[config.mk]
export PLATFORM = sky130hd
export DESIGN_NAME = daq_external_timing_control
export DESIGN_NICKNAME = d
export VERILOG_FILES = /design/src/inc/daq_timing_pkg.sv /design/src/daq_external_timing_control.sv /design/src/edge_sync.sv
export SDC_FILE = /design/constraint.sdc
export NUM_CORES = 1
export LEC_CHECK = 0
export BUFFER_PORTS_ARGS = -buffer_cell sky130_fd_sc_hd__buf_4
export CAP_MARGIN = 20
export CELL_PAD_IN_SITES_DETAIL_PLACEMENT = 0
export CELL_PAD_IN_SITES_GLOBAL_PLACEMENT = 2
export CORE_MARGIN = 5
export CORE_UTILIZATION = 37
export CTS_BUF_LIST = sky130_fd_sc_hd__clkbuf_16
export DETAILED_ROUTE_END_ITERATION = 8
export GPL_TIMING_DRIVEN = 0
export PLACE_DENSITY = 0.83
export SYNTH_ARGS = -nofsm -noshare
export SYNTH_HDL_FRONTEND = slang
export SYNTH_SLANG_ARGS = --single-unit
[constraint.sdc]
create_clock -name mclk_in -period 8.2 [get_ports mclk_in]
set_input_delay 0.41 -clock mclk_in [delete_from_list [all_inputs] [get_ports mclk_in]]
set_output_delay 0.41 -clock mclk_in [all_outputs]
set_load 0.005 [all_outputs]
[src/inc/daq_timing_pkg.sv]
// constants, register map and state types for the external timing block
package daq_timing_pkg;

  localparam int CLK_PERIOD_NS = 10;
  localparam int STROBE_MIN_NS = 500;
  localparam int STROBE_CYCLES =
    (STROBE_MIN_NS + CLK_PERIOD_NS - 1) / CLK_PERIOD_NS;
  localparam int SAMPLE_CYCLES_DEF = 20;
  localparam int SCAN_CYCLES_DEF = 20;
  localparam int CNT_W = 8;

  localparam logic [7:0] CTRL_OFS = 8'h00;
  localparam logic [7:0] CHAN_OFS = 8'h04;
  localparam logic [7:0] STROBE_OFS = 8'h08;
  localparam logic [7:0] DAC0_OFS = 8'h0C;
  localparam logic [7:0] DAC1_OFS = 8'h10;
  localparam logic [7:0] POSTCNT_OFS = 8'h14;
  localparam logic [7:0] CMD_OFS = 8'h18;
  localparam logic [7:0] STATUS_OFS = 8'h1C;
  localparam logic [7:0] IRQ_STAT_OFS = 8'h20;
  localparam logic [7:0] IRQ_MASK_OFS = 8'h24;

  localparam int CMD_ARM_BIT = 0;
  localparam int CMD_ABORT_BIT = 1;
  localparam int IRQ_TIMER_BIT = 0;
  localparam int IRQ_ACQ_START_BIT = 1;
  localparam int IRQ_ACQ_DONE_BIT = 2;
  localparam int IRQ_W = 3;
  localparam int CTRL_W = 6;

  localparam logic [15:0] POSTCNT_RST = 16'h0001;

  typedef enum logic [1:0] {
    nonref_single_ended_mode,
    ref_single_ended_mode,
    two_wire_input_mode
  } input_mode_t;

  typedef enum logic [1:0] {
    neg_to_ground,
    neg_to_ref_node,
    neg_to_channel
  } neg_route_t;

  typedef enum logic [1:0] {acq_idle, acq_armed, acq_pre, acq_post} acq_state_t;
  typedef enum logic [1:0] {conv_idle, conv_sample, conv_scan} conv_state_t;

  typedef struct packed {
    logic ext_dac_sel;
    logic posted;
    logic pretrig;
    logic sense_ground;
    input_mode_t mode;
  } ctrl_t;

  localparam ctrl_t CTRL_RST = ctrl_t'(6'h00);

  typedef struct packed {
    logic meta;
    logic sync;
    logic last;
    logic fall;
  } sync_state_t;

  localparam sync_state_t SYNC_RST = sync_state_t'(4'hE);

  typedef struct packed {
    ctrl_t ctrl;
    logic [3:0] chan;
    logic [15:0] dac0_wr;
    logic [15:0] dac1_wr;
    logic [15:0] dac0;
    logic [15:0] dac1;
    logic dac_load;
    logic [15:0] post_count;
    logic [15:0] post_done;
    acq_state_t acq;
    conv_state_t conv;
    logic [CNT_W-1:0] conv_cnt;
    logic [15:0] conv_total;
    logic [CNT_W-1:0] strobe_cnt;
    logic strobe_n;
    logic scan;
    logic adc_start;
    logic [IRQ_W-1:0] irq_stat;
    logic [IRQ_W-1:0] irq_mask;
    logic irq;
    logic pready;
    logic pslverr;
    logic [31:0] prdata;
    logic [3:0] pos_sel;
    logic [3:0] neg_sel;
    neg_route_t neg_route;
    logic ref_ground;
    logic acq_active;
  } timing_state_t;

endpackage

[src/daq_external_timing_control.sv]
// external timing control: triggers, gate, conversion, strobe, dac, mux
//
// Function
// - one scan pulse per conversion
// - scan pulse rise ends sampling phase
// - strobe write gives 500 ns low pulse
// - post-trigger: trigger fall starts acquisition
// - pre-trigger: first fall pre, second post
// - gate low blocks, gate high permits conversions
// - conversion request fall starts one conversion
// - requests outside sequence or gated off ignored
// - timer trigger fall loads both posted dacs when ext_dac_sel is set
// - timer trigger fall raises enabled interrupt
// - exactly one of three input modes
// - single-ended routes any of sixteen inputs
// - differential routes low eight and partner
// - non-referenced mode ties reference node negative
// - other modes ground or float reference node
//
// The address map and the APB slave port were decided locally.
`timescale 1ns/1ps
`default_nettype none
module daq_external_timing_control
  import daq_timing_pkg::*;
#(
  parameter int SAMPLE_CYCLES = SAMPLE_CYCLES_DEF,
  parameter int SCAN_CYCLES = SCAN_CYCLES_DEF
) (
  input wire logic mclk_in,
  input wire logic rst_in,
  input wire logic psel_in,
  input wire logic penable_in,
  input wire logic pwrite_in,
  input wire logic [7:0] paddr_in,
  input wire logic [31:0] pwdata_in,
  output logic [31:0] prdata_out,
  output logic pready_out,
  output logic pslverr_out,
  input wire logic acq_trigger_in_n,
  input wire logic conv_gate_in_n,
  input wire logic conv_request_in_n,
  input wire logic dac_update_trigger_n,
  output logic scan_pulse_out,
  output logic host_write_pulse_n_out,
  output logic adc_start_out,
  output logic [15:0] dac0_value_out,
  output logic [15:0] dac1_value_out,
  output logic dac_load_out,
  output logic irq_out,
  output logic [3:0] mux_pos_sel_out,
  output logic [3:0] mux_neg_sel_out,
  output logic [1:0] neg_route_out,
  output logic ref_to_ground_out,
  output logic acq_active_out
);
  localparam logic [CNT_W-1:0] SAMPLE_LOAD = CNT_W'(SAMPLE_CYCLES - 1);
  localparam logic [CNT_W-1:0] SCAN_LOAD = CNT_W'(SCAN_CYCLES - 1);
  localparam logic [CNT_W-1:0] STROBE_LOAD = CNT_W'(STROBE_CYCLES - 1);
  timing_state_t st;
  timing_state_t next_st;
  logic trig_fall;
  logic gate_level;
  logic conv_fall;
  logic tmr_fall;
  logic acc_wr;
  logic acc_rd;
  logic conv_ok;
  logic [IRQ_W-1:0] irq_set;
  logic [31:0] rd_data;
  logic rd_hit;
  //////////////////////////////////////////////////////////////////////////
  // input synchronisers
  // sync external pins
  edge_sync trig_sync (.mclk_in(mclk_in), .rst_in(rst_in),
    .pin_n_in(acq_trigger_in_n), .level_out(), .fall_out(trig_fall));
  edge_sync gate_sync (.mclk_in(mclk_in), .rst_in(rst_in),
    .pin_n_in(conv_gate_in_n), .level_out(gate_level), .fall_out());
  edge_sync conv_sync (.mclk_in(mclk_in), .rst_in(rst_in),
    .pin_n_in(conv_request_in_n), .level_out(), .fall_out(conv_fall));
  edge_sync tmr_sync (.mclk_in(mclk_in), .rst_in(rst_in),
    .pin_n_in(dac_update_trigger_n), .level_out(), .fall_out(tmr_fall));

  //////////////////////////////////////////////////////////////////////////
  // bus decode and read mux
  assign acc_wr = psel_in & penable_in & st.pready & pwrite_in;
  assign acc_rd = psel_in & penable_in & ~st.pready;
  always_comb begin
    rd_data = 32'h0000_0000;
    rd_hit = 1'b1;
    unique case (paddr_in)
      CTRL_OFS: rd_data = 32'(st.ctrl);
      CHAN_OFS: rd_data = 32'(st.chan);
      STROBE_OFS: rd_data = 32'h0000_0000;
      DAC0_OFS: rd_data = 32'(st.dac0_wr);
      DAC1_OFS: rd_data = 32'(st.dac1_wr);
      POSTCNT_OFS: rd_data = 32'(st.post_count);
      CMD_OFS: rd_data = 32'h0000_0000;
      STATUS_OFS: rd_data = {st.conv_total, 11'h000, ~gate_level,
                             st.conv, st.acq};
      IRQ_STAT_OFS: rd_data = 32'(st.irq_stat);
      IRQ_MASK_OFS: rd_data = 32'(st.irq_mask);
      default: rd_hit = 1'b0;
    endcase
  end

  //////////////////////////////////////////////////////////////////////////
  // next-state logic
  // gate permits starts
  assign conv_ok = conv_fall & gate_level & (st.conv == conv_idle) &
                   ((st.acq == acq_pre) || (st.acq == acq_post));
  always_comb begin
    next_st = st;
    irq_set = '0;
    next_st.adc_start = 1'b0;
    next_st.dac_load = 1'b0;
    next_st.pready = acc_rd;
    next_st.pslverr = acc_rd & ~rd_hit;
    if (acc_rd) begin
      next_st.prdata = rd_data;
    end
    if (acc_wr) begin
      unique case (paddr_in)
        CTRL_OFS: begin
          if (pwdata_in[1:0] != 2'h3) begin
            next_st.ctrl = ctrl_t'(pwdata_in[CTRL_W-1:0]);
          end
        end
        CHAN_OFS: next_st.chan = pwdata_in[3:0];
        STROBE_OFS: begin
          next_st.strobe_n = 1'b0;
          next_st.strobe_cnt = STROBE_LOAD;
        end
        DAC0_OFS: next_st.dac0_wr = pwdata_in[15:0];
        DAC1_OFS: next_st.dac1_wr = pwdata_in[15:0];
        POSTCNT_OFS: next_st.post_count = pwdata_in[15:0];
        IRQ_MASK_OFS: next_st.irq_mask = pwdata_in[IRQ_W-1:0];
        default: begin
        end
      endcase
    end

    if (!st.strobe_n && !(acc_wr && paddr_in == STROBE_OFS)) begin
      if (st.strobe_cnt == '0) begin
        next_st.strobe_n = 1'b1;
      end else begin
        next_st.strobe_cnt = st.strobe_cnt - 1'b1;
      end
    end

    // direct update when posting is off
    if (acc_wr && !st.ctrl.posted &&
        (paddr_in == DAC0_OFS || paddr_in == DAC1_OFS)) begin
      next_st.dac0 = next_st.dac0_wr;
      next_st.dac1 = next_st.dac1_wr;
      next_st.dac_load = 1'b1;
    end
    if (tmr_fall && st.ctrl.posted && st.ctrl.ext_dac_sel) begin
      next_st.dac0 = st.dac0_wr;
      next_st.dac1 = st.dac1_wr;
      next_st.dac_load = 1'b1;
    end
    if (tmr_fall) begin
      irq_set[IRQ_TIMER_BIT] = 1'b1;
    end
    unique case (st.acq)
      acq_idle: begin
      end
      acq_armed: begin
        if (trig_fall) begin
          irq_set[IRQ_ACQ_START_BIT] = 1'b1;
          next_st.acq = st.ctrl.pretrig ? acq_pre : acq_post;
        end
      end
      acq_pre: begin
        if (trig_fall) begin
          next_st.acq = acq_post;
        end
      end
      acq_post: begin
        if (conv_ok) begin
          next_st.post_done = st.post_done + 16'h0001;
          if (st.post_done + 16'h0001 >= st.post_count) begin
            next_st.acq = acq_idle;
            irq_set[IRQ_ACQ_DONE_BIT] = 1'b1;
          end
        end
      end
    endcase

    if (acc_wr && paddr_in == CMD_OFS) begin
      if (pwdata_in[CMD_ABORT_BIT]) begin
        next_st.acq = acq_idle;
      end else if (pwdata_in[CMD_ARM_BIT]) begin
        next_st.acq = acq_armed;
        next_st.post_done = 16'h0000;
      end
    end

    unique case (st.conv)
      conv_idle: begin
        if (conv_ok) begin
          next_st.adc_start = 1'b1;
          next_st.conv_cnt = SAMPLE_LOAD;
          next_st.conv = conv_sample;
        end
      end
      conv_sample: begin
        if (st.conv_cnt == '0) begin
          next_st.scan = 1'b1;
          next_st.conv_cnt = SCAN_LOAD;
          next_st.conv = conv_scan;
        end else begin
          next_st.conv_cnt = st.conv_cnt - 1'b1;
        end
      end
      conv_scan: begin
        if (st.conv_cnt == '0) begin
          next_st.scan = 1'b0;
          next_st.conv = conv_idle;
          next_st.conv_total = st.conv_total + 16'h0001;
        end else begin
          next_st.conv_cnt = st.conv_cnt - 1'b1;
        end
      end
      default: next_st.conv = conv_idle;
    endcase

    // set wins over write-one clear
    next_st.irq_stat = st.irq_stat | irq_set;
    if (acc_wr && paddr_in == IRQ_STAT_OFS) begin
      next_st.irq_stat = (st.irq_stat & ~pwdata_in[IRQ_W-1:0]) | irq_set;
    end
    next_st.irq = |(next_st.irq_stat & next_st.irq_mask);
    next_st.acq_active = (next_st.acq == acq_pre) || (next_st.acq == acq_post);
    next_st.pos_sel = next_st.chan;
    next_st.neg_sel = 4'h0;
    next_st.ref_ground = 1'b0;
    unique case (next_st.ctrl.mode)
      nonref_single_ended_mode: begin
        next_st.neg_route = neg_to_ref_node;
      end
      ref_single_ended_mode: begin
        next_st.neg_route = neg_to_ground;
        next_st.ref_ground = next_st.ctrl.sense_ground;
      end
      two_wire_input_mode: begin
        next_st.pos_sel = {1'b0, next_st.chan[2:0]};
        next_st.neg_sel = {1'b1, next_st.chan[2:0]};
        next_st.neg_route = neg_to_channel;
        next_st.ref_ground = next_st.ctrl.sense_ground;
      end
      default: next_st.neg_route = neg_to_ref_node;
    endcase
  end

  //////////////////////////////////////////////////////////////////////////
  // state register
  always_ff @(posedge mclk_in or posedge rst_in) begin
    if (rst_in) begin
      st <= '0;
      st.strobe_n <= 1'b1;
      st.post_count <= POSTCNT_RST;
      st.ctrl <= CTRL_RST;
      st.neg_route <= neg_to_ref_node;
      st.acq <= acq_idle;
      st.conv <= conv_idle;
    end else begin
      st <= next_st;
    end
  end
  assign prdata_out = st.prdata;
  assign pready_out = st.pready;
  assign pslverr_out = st.pslverr;
  assign scan_pulse_out = st.scan;
  assign host_write_pulse_n_out = st.strobe_n;
  assign adc_start_out = st.adc_start;
  assign dac0_value_out = st.dac0;
  assign dac1_value_out = st.dac1;
  assign dac_load_out = st.dac_load;
  assign irq_out = st.irq;
  assign mux_pos_sel_out = st.pos_sel;
  assign mux_neg_sel_out = st.neg_sel;
  assign neg_route_out = st.neg_route;
  assign ref_to_ground_out = st.ref_ground;
  assign acq_active_out = st.acq_active;

  //////////////////////////////////////////////////////////////////////////
  // checks
  logic [CNT_W-1:0] low_len;
  always_ff @(posedge mclk_in or posedge rst_in) begin
    if (rst_in) begin
      low_len <= '0;
    end else if (!st.strobe_n) begin
      low_len <= low_len + 1'b1;
    end else begin
      low_len <= '0;
    end
  end
endmodule
`default_nettype wire

[src/edge_sync.sv]
// two-flop synchroniser with registered falling-edge pulse
`timescale 1ns/1ps
`default_nettype none
module edge_sync
  import daq_timing_pkg::*;
(
  input wire logic mclk_in,
  input wire logic rst_in,
  input wire logic pin_n_in,
  output logic level_out,
  output logic fall_out
);

  sync_state_t st;
  sync_state_t next_st;

  always_comb begin
    next_st = st;
    next_st.meta = pin_n_in;
    next_st.sync = st.meta;
    next_st.last = st.sync;
    next_st.fall = st.last & ~st.sync;
  end

  always_ff @(posedge mclk_in or posedge rst_in) begin
    if (rst_in) begin
      st <= SYNC_RST;
    end else begin
      st <= next_st;
    end
  end

  assign level_out = st.sync;
  assign fall_out = st.fall;

endmodule
`default_nettype wire

# After elaboration in Yosys (flattened, before gate mapping)
# Cells that the tools add are included.
# totals
regBits	213
output_inout_bits	83
in_bits	49
# classes
bitwise_logic	22
n_eq_ne	23
n_mux	50
addsub	4
order_cmp	1
n_reduce_logical	30
# op_table
operator	n
32-bit case mux with 8 select lines	1
33-bit 2-to-1 mux	2
16-bit 2-to-1 mux	4
18-bit 2-to-1 mux	3
39-bit 2-to-1 mux	1
16-bit by 1-bit adder with 16-bit output (second input constant)	2
8-bit by 5-bit equality test with 1-bit output (second input constant)	4
8-bit 2-to-1 mux	4
9-bit 2-to-1 mux	3
8-bit zero test	3
8-bit case mux with 3 select lines	1
8-bit by 4-bit equality test with 1-bit output (second input constant)	2
8-bit by 6-bit equality test with 1-bit output (second input constant)	2
16-bit greater-or-equal comparator	1
8-bit by 1-bit subtractor with 8-bit output (second input constant)	2
3-bit 2-to-1 mux	5
1-bit 2-to-1 mux	14
2-bit equality test (second input constant)	6
2-bit 2-to-1 mux	6
2-bit case mux with 3 select lines	2
3-bit AND reduction	4
1-bit AND	11
10-bit 2-to-1 mux	1
2-bit != test (second input constant)	5
19 further kinds	41

# Depth between registers and ports, before layout
# Gate-level depths: netlist (run 1).
# depth
word_depth	10
mapped_depth	13
mapped_depth_nobuf	13

# By module
# From an unflattened synthesis (run 1), not the netlist that was laid out.
# unflattened
cells_unflattened	970
hier_area_um2	10361.2
# modules_own_cells
module	cells_each	seq_area_each_um2	area_per_inst_um2	instances
daq_external_timing_control	946	4858.4	9875.7	1
edge_sync	6	103.8	121.4	4

# Least setup slack after synthesis (run 1)
# Ideal clock, no wire load.
# synth_path
path_type	reg-to-reg
start	reg st[92] in the netlist's numbering
end	reg st (netlist bit irq_out)
n_path_buf	0
path_stages_with_launch	14
synth_period_minus_slack_ns	3.057
setup_slack_ns	5.143
arrival_ns	2.931
required_time_ns	8.074
path_cell_list	dfrtp_1 > ha_1 > nand3_1 > nor3_1 > and3_1 > nand3_1 > xnor2_1 > ha_1 > nand4_1 > nor2_1 > a311oi_1 > nand3_1 > a22o_1 > a221o_1
# synth_lines
element	line	text
start: declaration	daq_external_timing_control.sv:59	timing_state_t st;
start signal: assignment	daq_external_timing_control.sv:268	st <= next_st;

==> results.sh, run 1 <==
export IMPL_rows=60
export IMPL_max_clock_path_buffers=3
export IMPL_first_global_vias=7336
export IMPL_start_util_pct=37.6
export IMPL_post_synth_top_count_cell="dfrtp_1"
export IMPL_ys_types=68
export IMPL_gr_total_overflow=0
export IMPL_grtUsageTotal_pct=16.7
export IMPL_grt_busiest_layer="met2"
export IMPL_cts_tree="built"
export IMPL_via_count=7334
export IMPL_die_w_um=175
export IMPL_numCtsBuffers=24
export IMPL_rsz0062_at_grt="false"
export IMPL_path_max_fanout=5
export IMPL_h_tree_depth=1
export IMPL_root_buffer="clkbuf_16"
export IMPL_met1_usage_pct=23.4
export IMPL_synth_edf_count=0
export IMPL_grt_first_pass_wirelength_um=41300
export IMPL_grt_met2_usage_pct=27.5
export IMPL_period_minus_slack_ns=3.59
export IMPL_seq_area_frac_synth_pct=51.6
export IMPL_post_route_period_util_pct=43.8
export IMPL_critPathLaunchType="flip-flop"
export IMPL_synth_main_ff_cell="dfrtp_1"
export IMPL_post_cts_repair_setup_buffers=0
export IMPL_layout_cells_non_filler=1476
export IMPL_ant_nets=0
export IMPL_yosys_top_cells_count="194 x dfrtp_1, 112 x nand2_1, 74 x buf_4"
export IMPL_cts_num_sinks=208
export IMPL_hold_ws_ns=0.130
export IMPL_r2r_slack_ns=4.61
export IMPL_yosys_area_top_type_share_pct=48.0
export IMPL_synth_largest_area_cell="dfrtp_1"
export IMPL_grt_max_degree=127
export IMPL_syn_num_nets=1044
export IMPL_final_max_slew_viol_count=0
export IMPL_total_power_w=0.00274
export IMPL_place_gp_congestion=0.823
export IMPL_dr_first_iter_drc_count=634
export IMPL_finalHoldViolations=0
export IMPL_crit_arrival_ns=3.97
export IMPL_dp_hpwl_um=18600
export IMPL_firstDrtPassIters=6
export IMPL_max_freq_mhz=279
export IMPL_path_class="reg2reg"
export IMPL_core_mm2=0.0270
export IMPL_worstPathRequired_ns=8.58
export IMPL_place_inst=1425
export IMPL_avgSynthCellArea_um2=10.5
export IMPL_io_buffers=114
export IMPL_antenna_found_initial=0
export IMPL_path_common_cell="nand3_1"
export IMPL_hp_class="in2reg"
export IMPL_vdd_drop_max_v=0.000122
export IMPL_cts_resized=0
export IMPL_synth_area_top_cells="dfrtp_1 48%, buf_4 5.5%, mux2_2 4.6%"
export IMPL_finalWirelength_um=26000
export IMPL_yosysWarnings=0
export IMPL_area_delta_synth_final_pct=21.5
export IMPL_layout_setup_ws_ns=4.61
export IMPL_slowest_stage="nor3_1"
export IMPL_synth_cells=968
export IMPL_slew_headroom_pct=22.0
export IMPL_tightest_slew_ns=1.16
export IMPL_power_density_mw_per_mm2=223
export IMPL_status="completed"
export IMPL_use_met3_pct=2.24
export IMPL_path_cells="ha_1 -> nand3_1 -> nor3_1 -> and3_1 -> nand3_1 -> xnor2_1 -> ha_1 -> nand4_1 -> nor2_1 -> a311oi_1 -> nand3_1 -> a22o_1 -> a221o_1"
export IMPL_drv_cap=0
export IMPL_die_y_um=175
export IMPL_ys_ff_latch=208
export IMPL_finClkSkew_ns=0.0268
export IMPL_mappedNetlistArea_mm2=0.0101
export IMPL_drive_gt1_share_pct=27.8
export IMPL_detail_route_wl_per_cell_um=17.6
export IMPL_async_flop_share_pct=100
export IMPL_io_pins=132
export IMPL_leakage_nw=5.85
export IMPL_crit_path_end_kind="flip-flop"
export IMPL_drc=0
export IMPL_via_per_inst=4.97
export IMPL_antenna_cells=0
export IMPL_max_stage_delay_ns=0.45
export IMPL_finish_net_count=1193
export IMPL_clkLatencyLatePin_ns=0.53
export IMPL_setup_viol_count_final=0
export IMPL_dp_slack_ns=4.58
export IMPL_die_area_mm2=0.0308
export IMPL_clk_pin_slew_ns=0.06
-- cells in the final DEF, fill, tap and decap left out, types with 5 or more instances in the layout --
master and instances:
buf_6 5, and2_1 9, nor3_1 10, a21oi_1 16, ha_1 27, nor2b_1 5, dfstp_2 14, and3_1 6
or3_1 6, clkbuf_16 24, mux2_2 41, nor2_1 65, inv_1 62, buf_4 188, clkinv_1 7, dlygate4sd3_1 5
a22o_1 5, clkbuf_1 28, a222oi_1 24, clkinv_2 5, nand3_1 33, nor4_1 7, dfrtp_1 194, buf_2 10
nand4_1 10, nand2_1 112, a31oi_1 11, xor2_1 25, o21ai_1 10, o21ai_0 40, xnor2_1 31, a22oi_1 32
-- routing by layer --
layer	part of all wire (%)	vias to the layer above
met3	4.0	36
met1	47	3565
met4	2.2	0
met5	0	-
met2	47	145
li1	-	3588
-- area by class of cell --
class | count | area, um^2
fillers | 2607 | 14700
multi-input cells | 583 | 3910
plain buffers | 115 | 756
clock buffers | 24 | 601
clock inverters | 20 | 189
inverters | 62 | 240
well taps | 341 | 427
flip-flops and latches | 208 | 5220
repair buffers | 123 | 948
-- kinds of logic after synthesis --
family / Yosys count / synth area share [%]
AND/OR/NAND/NOR: 296 / 14.6
multiplexers: 42 / 4.71
XOR/XNOR: 56 / 4.85
flip-flops: 208 / 51.6
adder cells (fa/ha/maj): 27 / 3.34
AO/OA/AOI/OAI: 162 / 11.2
buffers and inverters: 177 / 9.77
-- registers in the layout (all words and copies together), names as in the netlist, 2 cells and up --
name	flops
st	113
prdata_out	32
dac0_value_out	16
dac1_value_out	16
mux_pos_sel_out	4
mux_neg_sel_out	3
neg_route_out	2
-- critical path: cells and delay by family, from the launching register on --
family / cells / cell delay, ns
and+or+nand+nor: 7 / 1.42
AOI/OAI and AO/OA: 3 / 0.91
adders and majority gates: 2 / 0.50
xor gates and xnor gates: 1 / 0.18
DFF: 1 / 0.44
-- report_power, final --
part           internal (W)  leakage, nW  switching (W)  total (W)
Clock              0.000631        0.395       0.000430    0.00106
Combinational      0.000216         2.93       0.000271   0.000488
Sequential          0.00111         2.53      0.0000877    0.00119
-- final timing paths --
kind                                                      from                             to  depth (start not counted)
max in group asynchronous                               rst_in              st[107]$_DFF_PP0_                          4
worst max register to register                st[92]$_DFF_PP0_              irq_out$_DFF_PP0_                         13
worst min register to register  trig_sync.next_st[2]$_DFF_PP1_  trig_sync.level_out$_DFF_PP1_                          0
worst max-delay path                          st[92]$_DFF_PP0_              irq_out$_DFF_PP0_                         13
worst min-delay path                              pwdata_in[8]            st[116]$_DFFE_PP0P_                          3
min in group asynchronous                               rst_in     prdata_out[18]$_DFFE_PP0P_                          3
-- through the flow --
stage	instance area, um^2	utilization [%]	TNS, ns
after floorplan	10100	-	0
after CTS	12300	45.6	0
after detailed placement	11400	42.5	0
final	12300	45.6	0
after global placement	11400	42.3	-92.05
after global routing	12300	45.6	0
-- repair_timing --
| item | CTS | global route |
|---|---|---|
| hold buffers | 5 | 0 |
| endpoints found under the hold margin | 84 | 0 |
| endpoints found under the setup margin | 0 | 0 |
Power figures use the tool's default switching activity.
==> run 2, diff against run 1 <==
- clock period: 8.2 -> 3.6 ns (I/O delays scaled with it)
==> run 2 against run 1 <==
Sequential share of layout area is 0.88 points lower. Routed wire length is 1.2% higher. Power is 120% higher. Largest cell class unchanged.
==> results.sh, run 2 (synthesized netlist as in run 1, its figures left out) <==
export IMPL_cts_num_sinks=208
export IMPL_path_class="reg2reg"
export IMPL_first_global_vias=7352
export IMPL_use_met3_pct=2.48
export IMPL_path_max_fanout=5
export IMPL_finalWirelength_um=26300
export IMPL_rr_startpoint="st[92]$_DFF_PP0_"
export IMPL_reg2reg_to="irq_out$_DFF_PP0_"
export IMPL_whs_endpoint="st[61]$_DFF_PP0_"
export IMPL_antenna_found_initial=1
export IMPL_finalHoldViolations=0
export IMPL_die_area_mm2=0.0308
export IMPL_die_w_um=175
export IMPL_hp_class="in2reg"
export IMPL_start_util_pct=37.6
export IMPL_via_count=7408
export IMPL_h_tree_depth=1
export IMPL_met1_usage_pct=23.8
export IMPL_finish_net_count=1217
export IMPL_numCtsBuffers=24
export IMPL_critPathLaunchType="flip-flop"
export IMPL_slew_headroom_pct=29.2
export IMPL_detail_route_wl_per_cell_um=17.5
export IMPL_crit_path_end_kind="flip-flop"
export IMPL_clkLatencyLatePin_ns=0.52
export IMPL_dp_hpwl_um=19300
export IMPL_grt_first_pass_wirelength_um=41700
export IMPL_drc=0
export IMPL_largest_reg_flops=113
export IMPL_post_cts_repair_setup_buffers=0
export IMPL_rows=60
export IMPL_total_power_w=0.00616
export IMPL_ant_nets=0
export IMPL_status="completed"
export IMPL_layout_commonest_cell="dfrtp_1"
export IMPL_finClkSkew_ns=0.0161
export IMPL_cts_tree="built"
export IMPL_drv_cap=0
export IMPL_root_buffer="clkbuf_16"
export IMPL_fillers=2574
export IMPL_area_delta_synth_final_pct=24.1
export IMPL_crit_arrival_ns=3.73
export IMPL_grt_busiest_layer="met2"
export IMPL_r2r_cells=13
export IMPL_place_gp_congestion=0.793
export IMPL_dr_first_iter_drc_count=677
export IMPL_multi_input_area_mm2=0.00394
export IMPL_grtUsageTotal_pct=16.9
export IMPL_grt_max_degree=43
export IMPL_vdd_drop_max_v=0.000284
export IMPL_worstPathRequired_ns=4.00
export IMPL_post_route_period_util_pct=92.6
export IMPL_top_register="st"
export IMPL_core_mm2=0.0270
export IMPL_final_max_slew_viol_count=0
export IMPL_r2r_slack_ns=0.27
export IMPL_seqCellArea_mm2=0.00522
export IMPL_max_freq_mhz=300
export IMPL_firstDrtPassIters=6
export IMPL_io_buffers=114
export IMPL_io_pins=132
export IMPL_gr_total_overflow=0
export IMPL_hold_depth=3
export IMPL_period_minus_slack_ns=3.33
export IMPL_tightest_slew_ns=1.05
export IMPL_grt_met2_usage_pct=28.0
export IMPL_power_density_mw_per_mm2=490
export IMPL_drive_gt1_share_pct=27.7
export IMPL_rsz0062_at_grt="false"
export IMPL_setup_viol_count_final=0
export IMPL_max_clock_path_buffers=3
export IMPL_hold_ws_ns=0.0376
export IMPL_layout_cells_most_common_list="193 x dfrtp_1, 188 x buf_4, 112 x nand2_1"
export IMPL_hold_path_startpoint="paddr_in[2]"
export IMPL_die_y_um=175
export IMPL_clk_pin_slew_ns=0.06
export IMPL_leakage_nw=5.97
export IMPL_via_per_inst=4.94
run 2: changes by cell type in the layout (fill, tap and decap cells not counted), sizes merged:
cell,delta
clkbuf,+2
diode,+1
dlygate4sd3,+20
clkinv,-2
bufinv,-2
clkinvlp,+1
inv,+2
buf,+3
run 2: timing repair:
item	4_1_cts	5_1_grt
cloned	0	0
pin swaps	0	1
gates resized for setup	1	5
hold buffers	25	0
endpoints found under the hold margin	150	0
endpoints found under the setup margin	1	1
run 2: how the worst max path moves through the flow:
stage	from	to	slack [ns]
5_1_grt	st[94]$_DFF_PP0_	irq_out$_DFF_PP0_	0.03
2_1_floorplan	st[92]$_DFF_PP0_	irq_out$_DFF_PP0_	0.54
6_report	st[92]$_DFF_PP0_	irq_out$_DFF_PP0_	0.27
4_1_cts	st[92]$_DFF_PP0_	irq_out$_DFF_PP0_	0.06
3_3_place_gp	rst_in	st[106]$_DFF_PP0_	-0.68
3_5_place_dp	st[92]$_DFF_PP0_	irq_out$_DFF_PP0_	0.007
run 2: metal layers:
metal  routed length (um)  share of wire (%)  up-vias
met4                  413                1.6        0
li1                     -                  -     3643
met1                12300                 47     3590
met2                12500                 48      144
met5                    0                  0        -
met3                 1030                3.9       31
run 2: critical path, stage by stage (launching register included):
cell and delay (ns):
dfrtp_2 0.41, ha_1 0.24, nand3_2 0.15, nor3_4 0.28, and3_1 0.25, nand3_1 0.11
xnor2_1 0.14, ha_1 0.29, nand4_1 0.13, nor2_1 0.06, a311oi_1 0.28, nand3_1 0.22
a22o_1 0.31, a221o_1 0.32
run 2: stage by stage:
stage / std cells / TNS, ns / util [%] / cell area (um^2) / setup slack, ns
5_1_grt: 1501 / 0 / 46.6 / 12600 / 0.0289
4_1_cts: 1498 / 0 / 46.4 / 12500 / 0.0626
2_1_floorplan: 968 / 0 / - / 10100 / 0.543
6_report: 1501 / 0 / 46.6 / 12600 / 0.268
3_5_place_dp: 1429 / 0 / 42.8 / 11500 / 0.00747
3_3_place_gp: 1423 / -128.08 / 42.3 / 11400 / -0.683
run 2: power breakdown:
group / switching, W / total (W) / internal, W / leakage (nW)
clock network: 0.000949 / 0.00227 / 0.00132 / 0.388
registers: 0.000202 / 0.00272 / 0.00252 / 2.52
logic: 0.000642 / 0.00116 / 0.000519 / 3.06
run 2: cell type report:
| type | count | share of cell area [%] |
|---|---|---|
| Timing Repair Buffer | 147 | 9.86 |
| Antenna cell | 1 | 0.0199 |
| Sequential cell | 208 | 41.6 |
| Clock inverter | 19 | 0.877 |
| Tap cell | 341 | 3.40 |
| Inverter | 62 | 1.88 |
| Clock buffer | 25 | 4.98 |
| Multi-Input combinational cell | 583 | 31.4 |
| Buffer | 115 | 6.02 |
==> run 3, diff against run 2 <==
- CTS_BUF_LIST: sky130_fd_sc_hd__clkbuf_16 -> unset
- PLACE_DENSITY: 0.83 -> unset
- PLACE_DENSITY_LB_ADDON: unset -> 0.12
- SLEW_MARGIN: unset -> 20
==> run 3 against run 2 <==
Clock-buffer cell count increased by 10. Via count increased by 0.42%. Non-clock buffer count decreased by 2. Clock power increased by 16%. Die area unchanged. Sequential cell count unchanged. Combinational power about the same. Hold slack got worse by 0.010 ns. Register-to-register slack about the same. Sequential power about the same. Sequential share of layout area decreased by 0.50 points. Largest cell class unchanged. Largest power group unchanged.
==> results.sh, run 3 (synthesized netlist as in run 1, its figures left out) <==
export IMPL_status="completed"
export IMPL_rows=60
export IMPL_hp_class="in2reg"
export IMPL_detail_route_wl_per_cell_um=18.0
export IMPL_fillers=2597
export IMPL_grt_first_pass_wirelength_um=43400
export IMPL_dr_first_iter_drc_count=581
export IMPL_core_mm2=0.0270
export IMPL_final_max_slew_viol_count=0
export IMPL_grt_max_degree=35
export IMPL_antenna_found_initial=0
export IMPL_area_delta_synth_final_pct=25.6
export IMPL_path_class="reg2reg"
export IMPL_vdd_drop_max_v=0.000397
export IMPL_io_pins=132
export IMPL_io_buffers=114
export IMPL_clk_pin_slew_ns=0.06
export IMPL_via_count=7439
export IMPL_leakage_nw=6.02
export IMPL_setup_viol_count_final=0
export IMPL_rsz0062_at_grt="false"
export IMPL_placedInstanceArea_mm2=0.0116
export IMPL_root_buffer="clkbuf_16"
export IMPL_path_max_fanout=5
export IMPL_clkLatencyLatePin_ns=0.51
export IMPL_slew_headroom_pct=25.5
export IMPL_max_clock_path_buffers=3
export IMPL_max_freq_mhz=299
export IMPL_grtUsageTotal_pct=17.6
export IMPL_layout_cells_most_common_list="193 x dfrtp_1, 189 x buf_4, 112 x nand2_1"
export IMPL_numCtsBuffers=25
export IMPL_finish_net_count=1216
export IMPL_finClkSkew_ns=0.00690
export IMPL_path_cells="ha_1 -> nand3_2 -> nor3_4 -> and3_1 -> nand3_1 -> xnor2_1 -> ha_1 -> nand4_1 -> nor2_1 -> a311oi_1 -> nand3_1 -> a22o_1 -> a221o_1"
export IMPL_slowest_stage="dfrtp_2"
export IMPL_power_density_mw_per_mm2=514
export IMPL_gr_total_overflow=0
export IMPL_layout_commonest_cell="dfrtp_1"
export IMPL_total_power_w=0.00653
export IMPL_die_area_mm2=0.0308
export IMPL_die_w_um=175
export IMPL_crit_arrival_ns=3.72
export IMPL_period_minus_slack_ns=3.34
export IMPL_cts_tree="built"
export IMPL_largest_reg_flops=113
export IMPL_path_delay_family="simple AND/OR/NAND/NOR gates"
export IMPL_die_y_um=175
export IMPL_h_tree_depth=1
export IMPL_place_gp_congestion=0.804
export IMPL_dp_hpwl_um=19900
export IMPL_antenna_cells=0
export IMPL_critPathLaunchType="flip-flop"
export IMPL_place_inst=1430
export IMPL_cp_buffers_inverters=0
export IMPL_finalHoldViolations=0
export IMPL_worstPathRequired_ns=3.97
export IMPL_start_util_pct=37.6
export IMPL_crit_path_end_kind="flip-flop"
export IMPL_top_register="st"
export IMPL_tightest_slew_ns=1.11
export IMPL_finalWirelength_um=27000
export IMPL_layout_cells_non_filler=1499
export IMPL_drive_gt1_share_pct=28.8
export IMPL_ant_nets=0
export IMPL_via_per_inst=4.96
export IMPL_post_route_period_util_pct=92.9
export IMPL_max_stage_delay_ns=0.41
export IMPL_firstDrtPassIters=5
export IMPL_final_area_mm2=0.0127
export IMPL_drc=0
export IMPL_cts_num_sinks=208
export IMPL_drv_cap=0
export IMPL_first_global_vias=7622
run 3: what timing repair did:
action,in CTS,in global routing
pin swaps,0,1
buffers inserted,0,1
endpoints found under the hold margin,136,0
setup endpoints to repair,1,2
cloned,0,0
hold buffers,23,0
resized for setup,2,4
run 3: worst paths after layout:
| kind | start | slack (ns) | to | depth (start not counted) |
|---|---|---|---|---|
| max in group asynchronous | rst_in | 2.44 | tmr_sync.st[1]$_DFF_PP1_ | 6 |
| min reg2reg | conv_sync.next_st[2]$_DFF_PP1_ | 0.35 | conv_sync.level_out$_DFF_PP1_ | 0 |
| max | st[92]$_DFF_PP0_ | 0.26 | irq_out$_DFF_PP0_ | 13 |
| min in group asynchronous | rst_in | 0.18 | prdata_out[27]$_DFFE_PP0P_ | 3 |
| min | paddr_in[6] | 0.03 | pslverr_out$_DFF_PP0_ | 3 |
| max reg2reg | st[92]$_DFF_PP0_ | 0.26 | irq_out$_DFF_PP0_ | 13 |
run 3: metal layers:
layer  vias up  track usage, %  share of wire [%]
met3        36            2.65                3.8
met1      3622            24.9                 48
li1       3634               -                  -
met5         -               0                  0
met4         0            4.22                2.3
met2       147            28.7                 46
run 3: cell type report:
cell class	instances	area [um^2]	share of cell area, %
sequential	208	5220	41.1
tap	341	427	3.36
buffer	115	756	5.95
clock inverter	10	130	1.02
clock buffer	35	753	5.93
inverter	62	236	1.86
multi-input combinational	583	3950	31.1
timing repair buffer	145	1230	9.71
run 3: per-stage QoR:
stage               setup slack [ns]  utilization [%]  hold WS [ns]  setup TNS (ns)
finish                         0.256             47.2        0.0277               0
global route                  0.0360             47.2        0.0482               0
CTS                           0.0183             47.0       0.00552               0
detailed placement            -0.120             42.9         0.153          -0.120
global placement              -0.790             42.3         0.289         -150.19
floorplan                      0.543                -         0.184               0
run 3: worst min-delay path, delay by kind of cell:
kind / cells / cell delay (ns)
compound gates: 1 / 0.14
buf+inv: 1 / 0.12
simple gates: 1 / 0.05
run 3: report_power, final:
part | leakage (nW) | internal, W | total, W | switching (W)
clock | 0.436 | 0.00166 | 0.00264 | 0.000972
sequential | 2.52 | 0.00252 | 0.00273 | 0.000206
combinational | 3.06 | 0.000523 | 0.00116 | 0.000639
total | 6.02 | 0.00471 | 0.00653 | 0.00182
